### src/pkg/dcpu_regs.vh
// Register map, field layouts and constants of the direct-colour pixel unpacker.
`ifndef DCPU_REGS_VH
`define DCPU_REGS_VH
`define DCPU_ADDR_CTRL 12'h000
`define DCPU_ADDR_STAT 12'h004
`define DCPU_ADDR_CAPT 12'h008
`define DCPU_CTRL_RST 32'h00000012
`define DCPU_CFG_RST 8'h12
`define DCPU_CTRL_MASK 32'h000000FF
`define DCPU_CTRL_LAYOUT 2:0
`define DCPU_CTRL_WIDTH 4:3
`define DCPU_CTRL_BE 5
`define DCPU_CTRL_TRUE 6
`define DCPU_CTRL_EN 7
`define DCPU_LAY_BGRO 3'h0
`define DCPU_LAY_ORGB 3'h1
`define DCPU_LAY_565 3'h2
`define DCPU_LAY_1555 3'h3
`define DCPU_LAY_664 3'h4
`define DCPU_LAY_4444 3'h5
`define DCPU_BW_16 2'h0
`define DCPU_BW_32 2'h1
`define DCPU_BW_64 2'h2
`define DCPU_NPIX_16 3'h1
`define DCPU_NPIX_32 3'h2
`define DCPU_NPIX_64 3'h4
`define DCPU_SLICE_16 6'h10
`define DCPU_SLICE_32 6'h20
`define DCPU_MASK_16 64'h000000000000FFFF
`define DCPU_MASK_32 64'h00000000FFFFFFFF
`define DCPU_MASK_64 64'hFFFFFFFFFFFFFFFF
`define DCPU_LO_24 5'h18
`define DCPU_LO_16 5'h10
`define DCPU_LO_12 5'h0C
`define DCPU_LO_11 5'h0B
`define DCPU_LO_10 5'h0A
`define DCPU_LO_8 5'h08
`define DCPU_LO_6 5'h06
`define DCPU_LO_5 5'h05
`define DCPU_LO_4 5'h04
`define DCPU_LO_1 5'h01
`define DCPU_LO_0 5'h00
`define DCPU_W_8 4'h8
`define DCPU_W_6 4'h6
`define DCPU_W_5 4'h5
`define DCPU_W_4 4'h4
`define DCPU_W_1 4'h1
`define DCPU_W_0 4'h0
`endif

### src/core/dcpu_buf.v
// Two-entry pixel buffer with valid and ready on both sides.
module dcpu_buf #(
	parameter W = 32
) (
	input wire pclk,
	input wire presetn,
	input wire in_valid,
	output wire in_ready,
	input wire [W-1:0] in_data,
	output wire out_valid,
	input wire out_ready,
	output wire [W-1:0] out_data
);
	reg out_v_q;
	reg [W-1:0] out_d_q;
	reg skid_v_q;
	reg [W-1:0] skid_d_q;

	assign in_ready = ~skid_v_q;
	assign out_valid = out_v_q;
	assign out_data = out_d_q;

	always @(posedge pclk or negedge presetn) begin
		if (!presetn) begin
			out_v_q <= 1'b0;
			out_d_q <= {W{1'b0}};
			skid_v_q <= 1'b0;
			skid_d_q <= {W{1'b0}};
		end else if (in_valid && !skid_v_q) begin
			if (out_v_q && !out_ready) begin
				skid_d_q <= in_data;
				skid_v_q <= 1'b1;
			end else begin
				out_d_q <= in_data;
				out_v_q <= 1'b1;
			end
		end else if (out_ready || !out_v_q) begin
			if (skid_v_q) begin
				out_d_q <= skid_d_q;
				out_v_q <= 1'b1;
				skid_v_q <= 1'b0;
			end else begin
				out_v_q <= 1'b0;
			end
		end
	end
endmodule

### src/core/dcpu_top.v
// Pixel bus capture, direct-colour unpacking and APB control of the pixel unpacker.
//
// Added by the designer: the APB register port and the register offsets.
`include "dcpu_regs.vh"

// Summary of operation
// - Each rising edge of latch_clock while enabled captures a new bus word and restarts unpacking.
// - Pixels of one capture leave one per pixel cycle, lowest-numbered bus bits first.
// - In little-endian layouts the highest bus bit of a field is the component's MSB.
// - Big-endian words are captured and sequenced exactly like little-endian ones.
// - True-colour modes use the direct-colour layouts but ignore the overlay field.
// - In both endian orders the first 32-bit layout takes blue 31:24, green 23:16, red 15:8, overlay 7:0 per pixel.
// - Alternate 32-bit layout takes overlay 31:24, red 23:16, green 15:8, blue 7:0 per pixel.
// - Big-endian 5-6-5 takes blue from the top 5, green the middle 6, red the low 5 bits.
// - Big-endian 5-5-5 takes blue 15:11, green 10:6, red 5:1 and overlay from bit 0.
// - Big-endian 4-6-6 takes blue 15:12, green 11:6 and red 5:0 of each slice.
// - Big-endian 4-4-4-4 takes overlay 15:12, blue 11:8, green 7:4 and red 3:0.
// - Little-endian 6-6-4 takes red 15:10, green 9:4 and blue 3:0 of each slice.
// - Little-endian 4-4-4-4 takes red 15:12, green 11:8, blue 7:4 and overlay 3:0.
module dcpu_top #(
	parameter BUS_W = 64
) (
	input wire pclk,
	input wire presetn,
	input wire psel,
	input wire penable,
	input wire pwrite,
	input wire [11:0] paddr,
	input wire [31:0] pwdata,
	output reg [31:0] prdata,
	output reg pready,
	output reg pslverr,
	input wire latch_clock,
	input wire [BUS_W-1:0] pixel_bus,
	input wire frame_blank,
	input wire pix_ready,
	output wire pix_valid,
	output wire [7:0] pix_red,
	output wire [7:0] pix_green,
	output wire [7:0] pix_blue,
	output wire [7:0] pix_ovl
);
	localparam ST_IDLE = 2'b01;
	localparam ST_RUN = 2'b10;

	reg [31:0] ctrl_q;
	reg [7:0] cfg_q;
	reg [15:0] capt_cnt_q;
	reg [7:0] restart_cnt_q;
	reg latch_clock_s1_q, latch_clock_s2_q, latch_clock_s3_q;
	reg [BUS_W-1:0] bus_s1_q, bus_s2_q;
	reg [1:0] st_q;
	reg [1:0] st_d;
	reg [63:0] shift_q;
	reg [2:0] left_q;
	reg [31:0] rdata_d;
	reg addr_ok_d;
	reg [7:0] r_d, g_d, b_d, o_d;
	reg [2:0] npix_d;
	reg [5:0] slice_d;
	reg [63:0] mask_d;
	wire [63:0] bus_wide;
	wire latch_clock_rise;
	wire buf_ready;
	wire push;
	wire [31:0] buf_out;
	wire be;

	// Picks a field and returns it MSB-aligned; the big-endian order is reversed.
	function [7:0] fld;
		input [31:0] s;
		input [4:0] lo;
		input [3:0] w;
		input rev;
		integer k;
		reg [5:0] idx;
		begin
			fld = 8'h00;
			idx = 6'h00;
			for (k = 0; k < 8; k = k + 1) begin
				if (k < w) begin
					if (rev) begin
						idx = {1'b0, lo} + k[5:0];
					end else begin
						idx = {1'b0, lo} + {2'b00, w} - 6'h01 - k[5:0];
					end
					fld[7-k] = s[idx[4:0]];
				end
			end
		end
	endfunction

	assign be = cfg_q[`DCPU_CTRL_BE];
	assign latch_clock_rise = latch_clock_s2_q & ~latch_clock_s3_q;
	assign push = st_q[1] && (left_q != 3'h0) && buf_ready;
	// Narrow buses are padded with zeros; a zero-width pad is never built.
	generate
		if (BUS_W < 64) begin : g_pad
			assign bus_wide = {{(64-BUS_W){1'b0}}, bus_s2_q};
		end else begin : g_full
			assign bus_wide = bus_s2_q[63:0];
		end
	endgenerate
	assign pix_red = buf_out[31:24];
	assign pix_green = buf_out[23:16];
	assign pix_blue = buf_out[15:8];
	assign pix_ovl = buf_out[7:0];

	// Two-stage synchronisers for the latch clock and the pixel bus.
	always @(posedge pclk or negedge presetn) begin
		if (!presetn) begin
			latch_clock_s1_q <= 1'b0;
			latch_clock_s2_q <= 1'b0;
			latch_clock_s3_q <= 1'b0;
			bus_s1_q <= {BUS_W{1'b0}};
			bus_s2_q <= {BUS_W{1'b0}};
		end else begin
			latch_clock_s1_q <= latch_clock;
			latch_clock_s2_q <= latch_clock_s1_q;
			latch_clock_s3_q <= latch_clock_s2_q;
			bus_s1_q <= pixel_bus;
			bus_s2_q <= bus_s1_q;
		end
	end

	// Pixel count, slice width and bus mask follow layout and bus width.
	always @* begin
		case (cfg_q[`DCPU_CTRL_WIDTH])
			`DCPU_BW_16: mask_d = `DCPU_MASK_16;
			`DCPU_BW_32: mask_d = `DCPU_MASK_32;
			default: mask_d = `DCPU_MASK_64;
		endcase
		if (cfg_q[`DCPU_CTRL_LAYOUT] == `DCPU_LAY_BGRO ||
			cfg_q[`DCPU_CTRL_LAYOUT] == `DCPU_LAY_ORGB) begin
			slice_d = `DCPU_SLICE_32;
			case (cfg_q[`DCPU_CTRL_WIDTH])
				`DCPU_BW_64: npix_d = `DCPU_NPIX_32;
				default: npix_d = `DCPU_NPIX_16;
			endcase
		end else begin
			slice_d = `DCPU_SLICE_16;
			case (cfg_q[`DCPU_CTRL_WIDTH])
				`DCPU_BW_16: npix_d = `DCPU_NPIX_16;
				`DCPU_BW_32: npix_d = `DCPU_NPIX_32;
				default: npix_d = `DCPU_NPIX_64;
			endcase
		end
	end

	// Colour fields of the pixel in the lowest slice.
	always @* begin
		r_d = 8'h00;
		g_d = 8'h00;
		b_d = 8'h00;
		o_d = 8'h00;
		case (cfg_q[`DCPU_CTRL_LAYOUT])
			`DCPU_LAY_BGRO: begin
				b_d = fld(shift_q[31:0], `DCPU_LO_24, `DCPU_W_8, be);
				g_d = fld(shift_q[31:0], `DCPU_LO_16, `DCPU_W_8, be);
				r_d = fld(shift_q[31:0], `DCPU_LO_8, `DCPU_W_8, be);
				o_d = fld(shift_q[31:0], `DCPU_LO_0, `DCPU_W_8, be);
			end
			`DCPU_LAY_ORGB: begin
				o_d = fld(shift_q[31:0], `DCPU_LO_24, `DCPU_W_8, be);
				r_d = fld(shift_q[31:0], `DCPU_LO_16, `DCPU_W_8, be);
				g_d = fld(shift_q[31:0], `DCPU_LO_8, `DCPU_W_8, be);
				b_d = fld(shift_q[31:0], `DCPU_LO_0, `DCPU_W_8, be);
			end
			`DCPU_LAY_565: begin
				g_d = fld(shift_q[31:0], `DCPU_LO_5, `DCPU_W_6, be);
				if (be) begin
					b_d = fld(shift_q[31:0], `DCPU_LO_11, `DCPU_W_5, be);
					r_d = fld(shift_q[31:0], `DCPU_LO_0, `DCPU_W_5, be);
				end else begin
					r_d = fld(shift_q[31:0], `DCPU_LO_11, `DCPU_W_5, be);
					b_d = fld(shift_q[31:0], `DCPU_LO_0, `DCPU_W_5, be);
				end
			end
			`DCPU_LAY_1555: begin
				if (be) begin
					b_d = fld(shift_q[31:0], `DCPU_LO_11, `DCPU_W_5, be);
					g_d = fld(shift_q[31:0], `DCPU_LO_6, `DCPU_W_5, be);
					r_d = fld(shift_q[31:0], `DCPU_LO_1, `DCPU_W_5, be);
					o_d = fld(shift_q[31:0], `DCPU_LO_0, `DCPU_W_1, be);
				end else begin
					o_d = fld(shift_q[31:0], `DCPU_LO_10 + `DCPU_LO_5, `DCPU_W_1, be);
					r_d = fld(shift_q[31:0], `DCPU_LO_10, `DCPU_W_5, be);
					g_d = fld(shift_q[31:0], `DCPU_LO_5, `DCPU_W_5, be);
					b_d = fld(shift_q[31:0], `DCPU_LO_0, `DCPU_W_5, be);
				end
			end
			`DCPU_LAY_664: begin
				if (be) begin
					b_d = fld(shift_q[31:0], `DCPU_LO_12, `DCPU_W_4, be);
					g_d = fld(shift_q[31:0], `DCPU_LO_6, `DCPU_W_6, be);
					r_d = fld(shift_q[31:0], `DCPU_LO_0, `DCPU_W_6, be);
				end else begin
					r_d = fld(shift_q[31:0], `DCPU_LO_10, `DCPU_W_6, be);
					g_d = fld(shift_q[31:0], `DCPU_LO_4, `DCPU_W_6, be);
					b_d = fld(shift_q[31:0], `DCPU_LO_0, `DCPU_W_4, be);
				end
			end
			`DCPU_LAY_4444: begin
				if (be) begin
					o_d = fld(shift_q[31:0], `DCPU_LO_12, `DCPU_W_4, be);
					b_d = fld(shift_q[31:0], `DCPU_LO_8, `DCPU_W_4, be);
					g_d = fld(shift_q[31:0], `DCPU_LO_4, `DCPU_W_4, be);
					r_d = fld(shift_q[31:0], `DCPU_LO_0, `DCPU_W_4, be);
				end else begin
					r_d = fld(shift_q[31:0], `DCPU_LO_12, `DCPU_W_4, be);
					g_d = fld(shift_q[31:0], `DCPU_LO_8, `DCPU_W_4, be);
					b_d = fld(shift_q[31:0], `DCPU_LO_4, `DCPU_W_4, be);
					o_d = fld(shift_q[31:0], `DCPU_LO_0, `DCPU_W_4, be);
				end
			end
			default: begin
				r_d = 8'h00;
			end
		endcase
		if (cfg_q[`DCPU_CTRL_TRUE]) begin
			o_d = 8'h00;
		end
	end

	always @* begin
		st_d = st_q;
		case (st_q)
			ST_IDLE: begin
				if (latch_clock_rise && cfg_q[`DCPU_CTRL_EN]) begin
					st_d = ST_RUN;
				end
			end
			ST_RUN: begin
				if (push && left_q == 3'h1 && !latch_clock_rise) begin
					st_d = ST_IDLE;
				end
			end
			default: st_d = ST_IDLE;
		endcase
	end

	// Capture, restart and pixel sequencing; both endian orders share this path.
	always @(posedge pclk or negedge presetn) begin
		if (!presetn) begin
			st_q <= ST_IDLE;
			shift_q <= 64'h0000000000000000;
			left_q <= 3'h0;
			capt_cnt_q <= 16'h0000;
			restart_cnt_q <= 8'h00;
		end else begin
			st_q <= st_d;
			if (latch_clock_rise && cfg_q[`DCPU_CTRL_EN]) begin
				shift_q <= bus_wide & mask_d;
				left_q <= npix_d;
				capt_cnt_q <= capt_cnt_q + 16'h0001;
				if (left_q != 3'h0 && !(push && left_q == 3'h1)) begin
					restart_cnt_q <= restart_cnt_q + 8'h01;
				end
			end else if (push) begin
				shift_q <= shift_q >> slice_d;
				left_q <= left_q - 3'h1;
			end
		end
	end

	dcpu_buf #(
		.W(32)
	) u_buf (
		.pclk(pclk),
		.presetn(presetn),
		.in_valid(push),
		.in_ready(buf_ready),
		.in_data({r_d, g_d, b_d, o_d}),
		.out_valid(pix_valid),
		.out_ready(pix_ready),
		.out_data(buf_out)
	);

	// APB read decode.
	always @* begin
		rdata_d = 32'h00000000;
		addr_ok_d = 1'b1;
		case (paddr)
			`DCPU_ADDR_CTRL: rdata_d = ctrl_q;
			`DCPU_ADDR_STAT: rdata_d = {16'h0000, restart_cnt_q, cfg_q};
			`DCPU_ADDR_CAPT: rdata_d = {13'h0000, left_q, capt_cnt_q};
			default: addr_ok_d = 1'b0;
		endcase
	end

	// APB slave: answers in the first access cycle; new settings wait for blanking.
	always @(posedge pclk or negedge presetn) begin
		if (!presetn) begin
			ctrl_q <= `DCPU_CTRL_RST;
			cfg_q <= `DCPU_CFG_RST;
			prdata <= 32'h00000000;
			pready <= 1'b0;
			pslverr <= 1'b0;
		end else begin
			pready <= psel & ~penable;
			pslverr <= psel & ~penable & ~addr_ok_d;
			if (psel && !penable) begin
				prdata <= pwrite ? 32'h00000000 : rdata_d;
			end
			if (psel && penable && pready && pwrite && paddr == `DCPU_ADDR_CTRL) begin
				ctrl_q <= pwdata & `DCPU_CTRL_MASK;
			end
			if (frame_blank && st_q[0] && left_q == 3'h0) begin
				cfg_q <= ctrl_q[7:0];
			end
		end
	end
endmodule

### config.mk
export PLATFORM = sky130hd
export DESIGN_NAME = dcpu_top
export DESIGN_NICKNAME = d
export VERILOG_FILES = /design/src/core/dcpu_buf.v /design/src/core/dcpu_top.v
export VERILOG_INCLUDE_DIRS = /design/src /design/src/pkg
export SDC_FILE = /design/constraint.sdc
export NUM_CORES = 1
export LEC_CHECK = 0
export BUFFER_PORTS_ARGS = -buffer_cell sky130_fd_sc_hd__buf_2
export CELL_PAD_IN_SITES_DETAIL_PLACEMENT = 0
export CELL_PAD_IN_SITES_GLOBAL_PLACEMENT = 2
export CORE_ASPECT_RATIO = 1.4
export CORE_MARGIN = 5
export CORE_UTILIZATION = 42
export CTS_CLUSTER_DIAMETER = 30
export CTS_CLUSTER_SIZE = 16
export DETAILED_ROUTE_END_ITERATION = 7
export PLACE_DENSITY = 0.95
export SLEW_MARGIN = 0
export SYNTH_ARGS = -nofsm -noshare
export SYNTH_HDL_FRONTEND = slang
export SYNTH_SLANG_ARGS = --single-unit
### constraint.sdc
create_clock -name pclk -period 6.82 [get_ports pclk]
set_input_delay 1.364 -clock pclk [delete_from_list [all_inputs] [get_ports pclk]]
set_output_delay 1.364 -clock pclk [all_outputs]
set_load 0.02 [all_outputs]
==> results.md <==
- Outcome: completed
- Detail-routed net length per standard cell: 18.26 µm
- MaxCap Viol Count: 0
- Filler cell count: 2771
- Final count of hold timing violations: 0
- CTS tree: yes
- Clock insertion delay at the later pin of the skew report: 0.57 ns
- Vias per cell: 5.407
- Critical path fanouts, max: 34
- Final Setup Violations: 0
- Worst vdd rail ir drop: 0.2314 mV
- Post-CTS Resized: 0
- Count of routing violations after the opening detailed-route iteration: 459
- Post CTS Setup Buffer Count: 0
- GPL Wtd Cong: 0.8821
- Cell area after synthesis: 0.01354 mm²
- Unrepaired setup endpoints after global routing: no
- Placed cells: 1595
- CP max-delay cell: sky130_fd_sc_hd__dfrtp_1
- Synth warn: 0
- Largest net degree at the start of global routing: 140
- Antenna diode instance count: 0
- Crit Reg-Reg Endpoint: u_buf.out_data[30]
- Total Die Area: 0.03597 mm²
- Most frequent standard cell in the layout excluding fill and tap cells: sky130_fd_sc_hd__dfrtp_1
- Leading area contributor after synthesis: sky130_fd_sc_hd__dfrtp_1
- Leakage dissipation: 7.308 nW
- Total met2 wirelength after detailed routing: 15.69 mm
- Fin crit share: 55.63%
- Share of synthesized area occupied by flip-flops and latches: 60.50%
- Met1 Routed Length: 12.81 mm
- Detailed placer's ending HPWL: 21.33 mm
- Leading cell types in the layout, fill and taps excluded: 321 x sky130_fd_sc_hd__dfrtp_1, 144 x sky130_fd_sc_hd__buf_2, 96 x sky130_fd_sc_hd__o21ai_0, 86 x sky130_fd_sc_hd__nand2_1, 77 x sky130_fd_sc_hd__mux2_2
- Starting Density: 42.71%
- Clock buffer count from CTS: 49
- Total I/O pin count: 183
- Crit path launch type: register
- Data required time at the worst endpoint: 7.27 ns
- Setup Total Neg Slack: 0 ns
- Total power: 4.696 mW
- Remaining global-route overflow: 0
- Worst stage delay on the critical path: 0.71 ns
- Total power per unit cell area: 288.5 mW/mm²
- Number of buffers added on ports: 145
- Ratio of cells with drive above 1 in the final layout: 26.93%
- Classification of the worst setup path: reg -> reg
- Hold Buf Count CTS: 0
- Number of flops mapped to enable cells by yosys: 0
- Global-route wire length before repair: 50.29 mm
- Buffer levels on the longest clock path: 3
- Worst slew pin tran: 1.149 ns
- Core Region: 0.03170 mm²
- Tightest slew margin relative to the limit: 23.39%
- Startpoint of the worst register-to-register path: u_buf.skid_v_q
- Final ANT Viol Nets: 0
- Highest metal layer with signal wires: met4
- Area contributors post-synth: sky130_fd_sc_hd__dfrtp_1 60%, sky130_fd_sc_hd__mux2_2 6.4%, sky130_fd_sc_hd__mux2i_1 5.1%, sky130_fd_sc_hd__o21ai_0 3.5%, sky130_fd_sc_hd__nand2_1 2.4%
- Cell count of the worst reg-to-reg path: 8
- Final Skew: 0.01858 ns
- Area Growth Syn to Fin: 20.26%
- CP cell instances: nand2b_1, nor2_4, inv_2, ha_1, buf_4, inv_1, nand3_1, o211ai_1
- Chip Width: 161.7 µm
- Number of design rule violations left after detail routing: 0
- Flop2flop setup slack: 3.03 ns
- Worst EP arrival: 4.24 ns
- Vias in the first global route: 9317
- Endpoint of the worst hold path: bus_s2_q[20]
- Kind of path behind the tightest hold check: reg -> reg
- Gate Count Post-Synth: 1118
- 1st-pass router iterations: 5
- Total Wirelength: 30.80 mm
- Deepest level of the CTS H-tree: 2
- Top achievable clock speed: 263.6 MHz
- Post-synthesis area per instance: 12.11 µm²
- Vias after detailed routing: 9122
- Async S/R FF share, synth: 100.0%
- Worst Hold Launch: bus_s1_q[20]
- Shortest clock period the worst path allows after layout: 3.794 ns
- Number of cell rows: 77
- Routed wire length on met3: 1.318 mm
- Combined global-route utilization of all metal layers: 17.11%
- Most common flop cell mapped by yosys: sky130_fd_sc_hd__dfrtp_1
- Filler-free cell count of the finished design: 1687
- Count of cell types in the netlist: 64
- Final #Nets: 1374
- Cell at the root of the clock tree: sky130_fd_sc_hd__clkbuf_16
- Antenna violations before repair: 0
- Post-synthesis sequential element count: 327
- Element type at the critical path end: register
- Worst hold stages: 0
- Synth top area share: 59.52%
- Number of clock sinks: 327
- Critical path origin: u_buf.skid_v_q
- Pins over their slew limit: 0
- Clock-pin slew reported for the worst setup and hold paths after clock tree synthesis: 0.06 ns
- Die outline height: 222.4 µm
[worst max-delay path by stage]
stage,to,slack (ns),depth (start not counted)
after floorplan,ctrl_q[0],3.90,5
after global placement,u_buf.out_data[29],2.97,8
after detailed placement,u_buf.out_data[30],2.91,8
after CTS,u_buf.out_data[30],3.05,8
after global routing,u_buf.out_data[29],2.80,8
final,u_buf.out_data[30],3.03,8
[synthesized netlist by cell type (3+ instances only)]
cell type                   instances
sky130_fd_sc_hd__dfrtp_1          322
sky130_fd_sc_hd__o21ai_0           96
sky130_fd_sc_hd__nand2_1           86
sky130_fd_sc_hd__mux2_2            77
sky130_fd_sc_hd__mux2i_1           69
sky130_fd_sc_hd__clkbuf_1          46
sky130_fd_sc_hd__nor2_1            40
sky130_fd_sc_hd__a21oi_1           36
sky130_fd_sc_hd__a22oi_1           30
sky130_fd_sc_hd__o22ai_1           26
sky130_fd_sc_hd__nand3_1           22
sky130_fd_sc_hd__nor3_1            22
sky130_fd_sc_hd__buf_2             18
sky130_fd_sc_hd__buf_4             18
sky130_fd_sc_hd__a22o_1            17
sky130_fd_sc_hd__xnor2_1           17
sky130_fd_sc_hd__a2bb2oi_1         16
sky130_fd_sc_hd__o211ai_1          15
sky130_fd_sc_hd__and3_1            11
sky130_fd_sc_hd__inv_1             11
sky130_fd_sc_hd__a211oi_1           9
sky130_fd_sc_hd__nand2b_1           9
sky130_fd_sc_hd__nand4_1            9
sky130_fd_sc_hd__a31oi_1            7
sky130_fd_sc_hd__ha_1               7
sky130_fd_sc_hd__o22a_1             7
sky130_fd_sc_hd__xor2_1             7
sky130_fd_sc_hd__a32oi_1            6
sky130_fd_sc_hd__dfstp_2            5
sky130_fd_sc_hd__a221o_1            4
sky130_fd_sc_hd__nand3b_1           4
sky130_fd_sc_hd__or4_1              4
sky130_fd_sc_hd__nor3b_1            3
sky130_fd_sc_hd__o31ai_1            3
sky130_fd_sc_hd__or2_2              3
[metal layers]
metal  vias up  GRT usage, %
met2       236         28.86
met5         -             0
met1      4499         21.96
li1       4326             -
met4         0         6.661
met3        61         3.133
[where the power goes]
| group | switching (mW) | internal, mW | leakage [nW] |
|---|---|---|---|
| logic | 0.0587 | 0.0252 | 2.22 |
| registers | 0.0130 | 1.98 | 4.24 |
| clock network | 1.01 | 1.61 | 0.847 |
| total | 1.08 | 3.61 | 7.31 |
[sequential cells by signal, indices dropped and copies added, names as in the netlist, 2 cells and up]
signal	count
left_q	3
prdata	19
shift_q	64
st_q	2
restart_cnt_q	8
u_buf.out_data	32
bus_s1_q	64
ctrl_q	8
bus_s2_q	64
u_buf.skid_d_q	32
cfg_q	8
capt_cnt_q	16
[cell type report]
class / instances / area (µm²) / area share, %
multi-input combinational: 706 / 4936 / 30.32
clock inverter: 39 / 518.0 / 3.182
inverter: 12 / 45.04 / 0.2767
sequential: 327 / 8190 / 50.31
timing repair buffer: 155 / 823.3 / 5.057
tap: 395 / 494.2 / 3.036
clock buffer: 53 / 1272 / 7.816
[worst max-delay path: cells and delay by family, from the launching register on]
kind                       cells  cell delay, ns
AOI/OAI and AO/OA              1            0.40
adders and majority gates      1            0.27
buffers and inverters          3            1.05
DFF                            1            0.71
and+or+nand+nor                3            1.22
[logic make-up (layout without fill, tap and decap cells)]
kind of cell | count (synthesis) | count (layout) | synth area share, %
flip-flops | 327 | 327 | 60.50
AO/OA/AOI/OAI | 278 | 278 | 13.26
AND/OR/NAND/NOR | 236 | 236 | 8.799
multiplexers | 147 | 147 | 11.67
buffers and inverters | 97 | 259 | 3.466
XOR/XNOR | 24 | 24 | 1.553
adder cells (fa/ha/maj) | 8 | 8 | 0.7209
other | 1 | 13 | 0.02770
[stage by stage]
stage / util (%) / hold WS, ns / instance area (µm²) / setup WS, ns
global route: 51.36 / 0.3359 / 16280 / 2.800
global placement: 45.71 / 0.3343 / 14490 / 2.974
detailed placement: 45.71 / 0.3347 / 14490 / 2.910
finish: 51.36 / 0.3398 / 16280 / 3.026
CTS: 51.36 / 0.3399 / 16280 / 3.045
floorplan: - / 0.3312 / 13580 / 3.897
(Power assumes the default switching activity.)
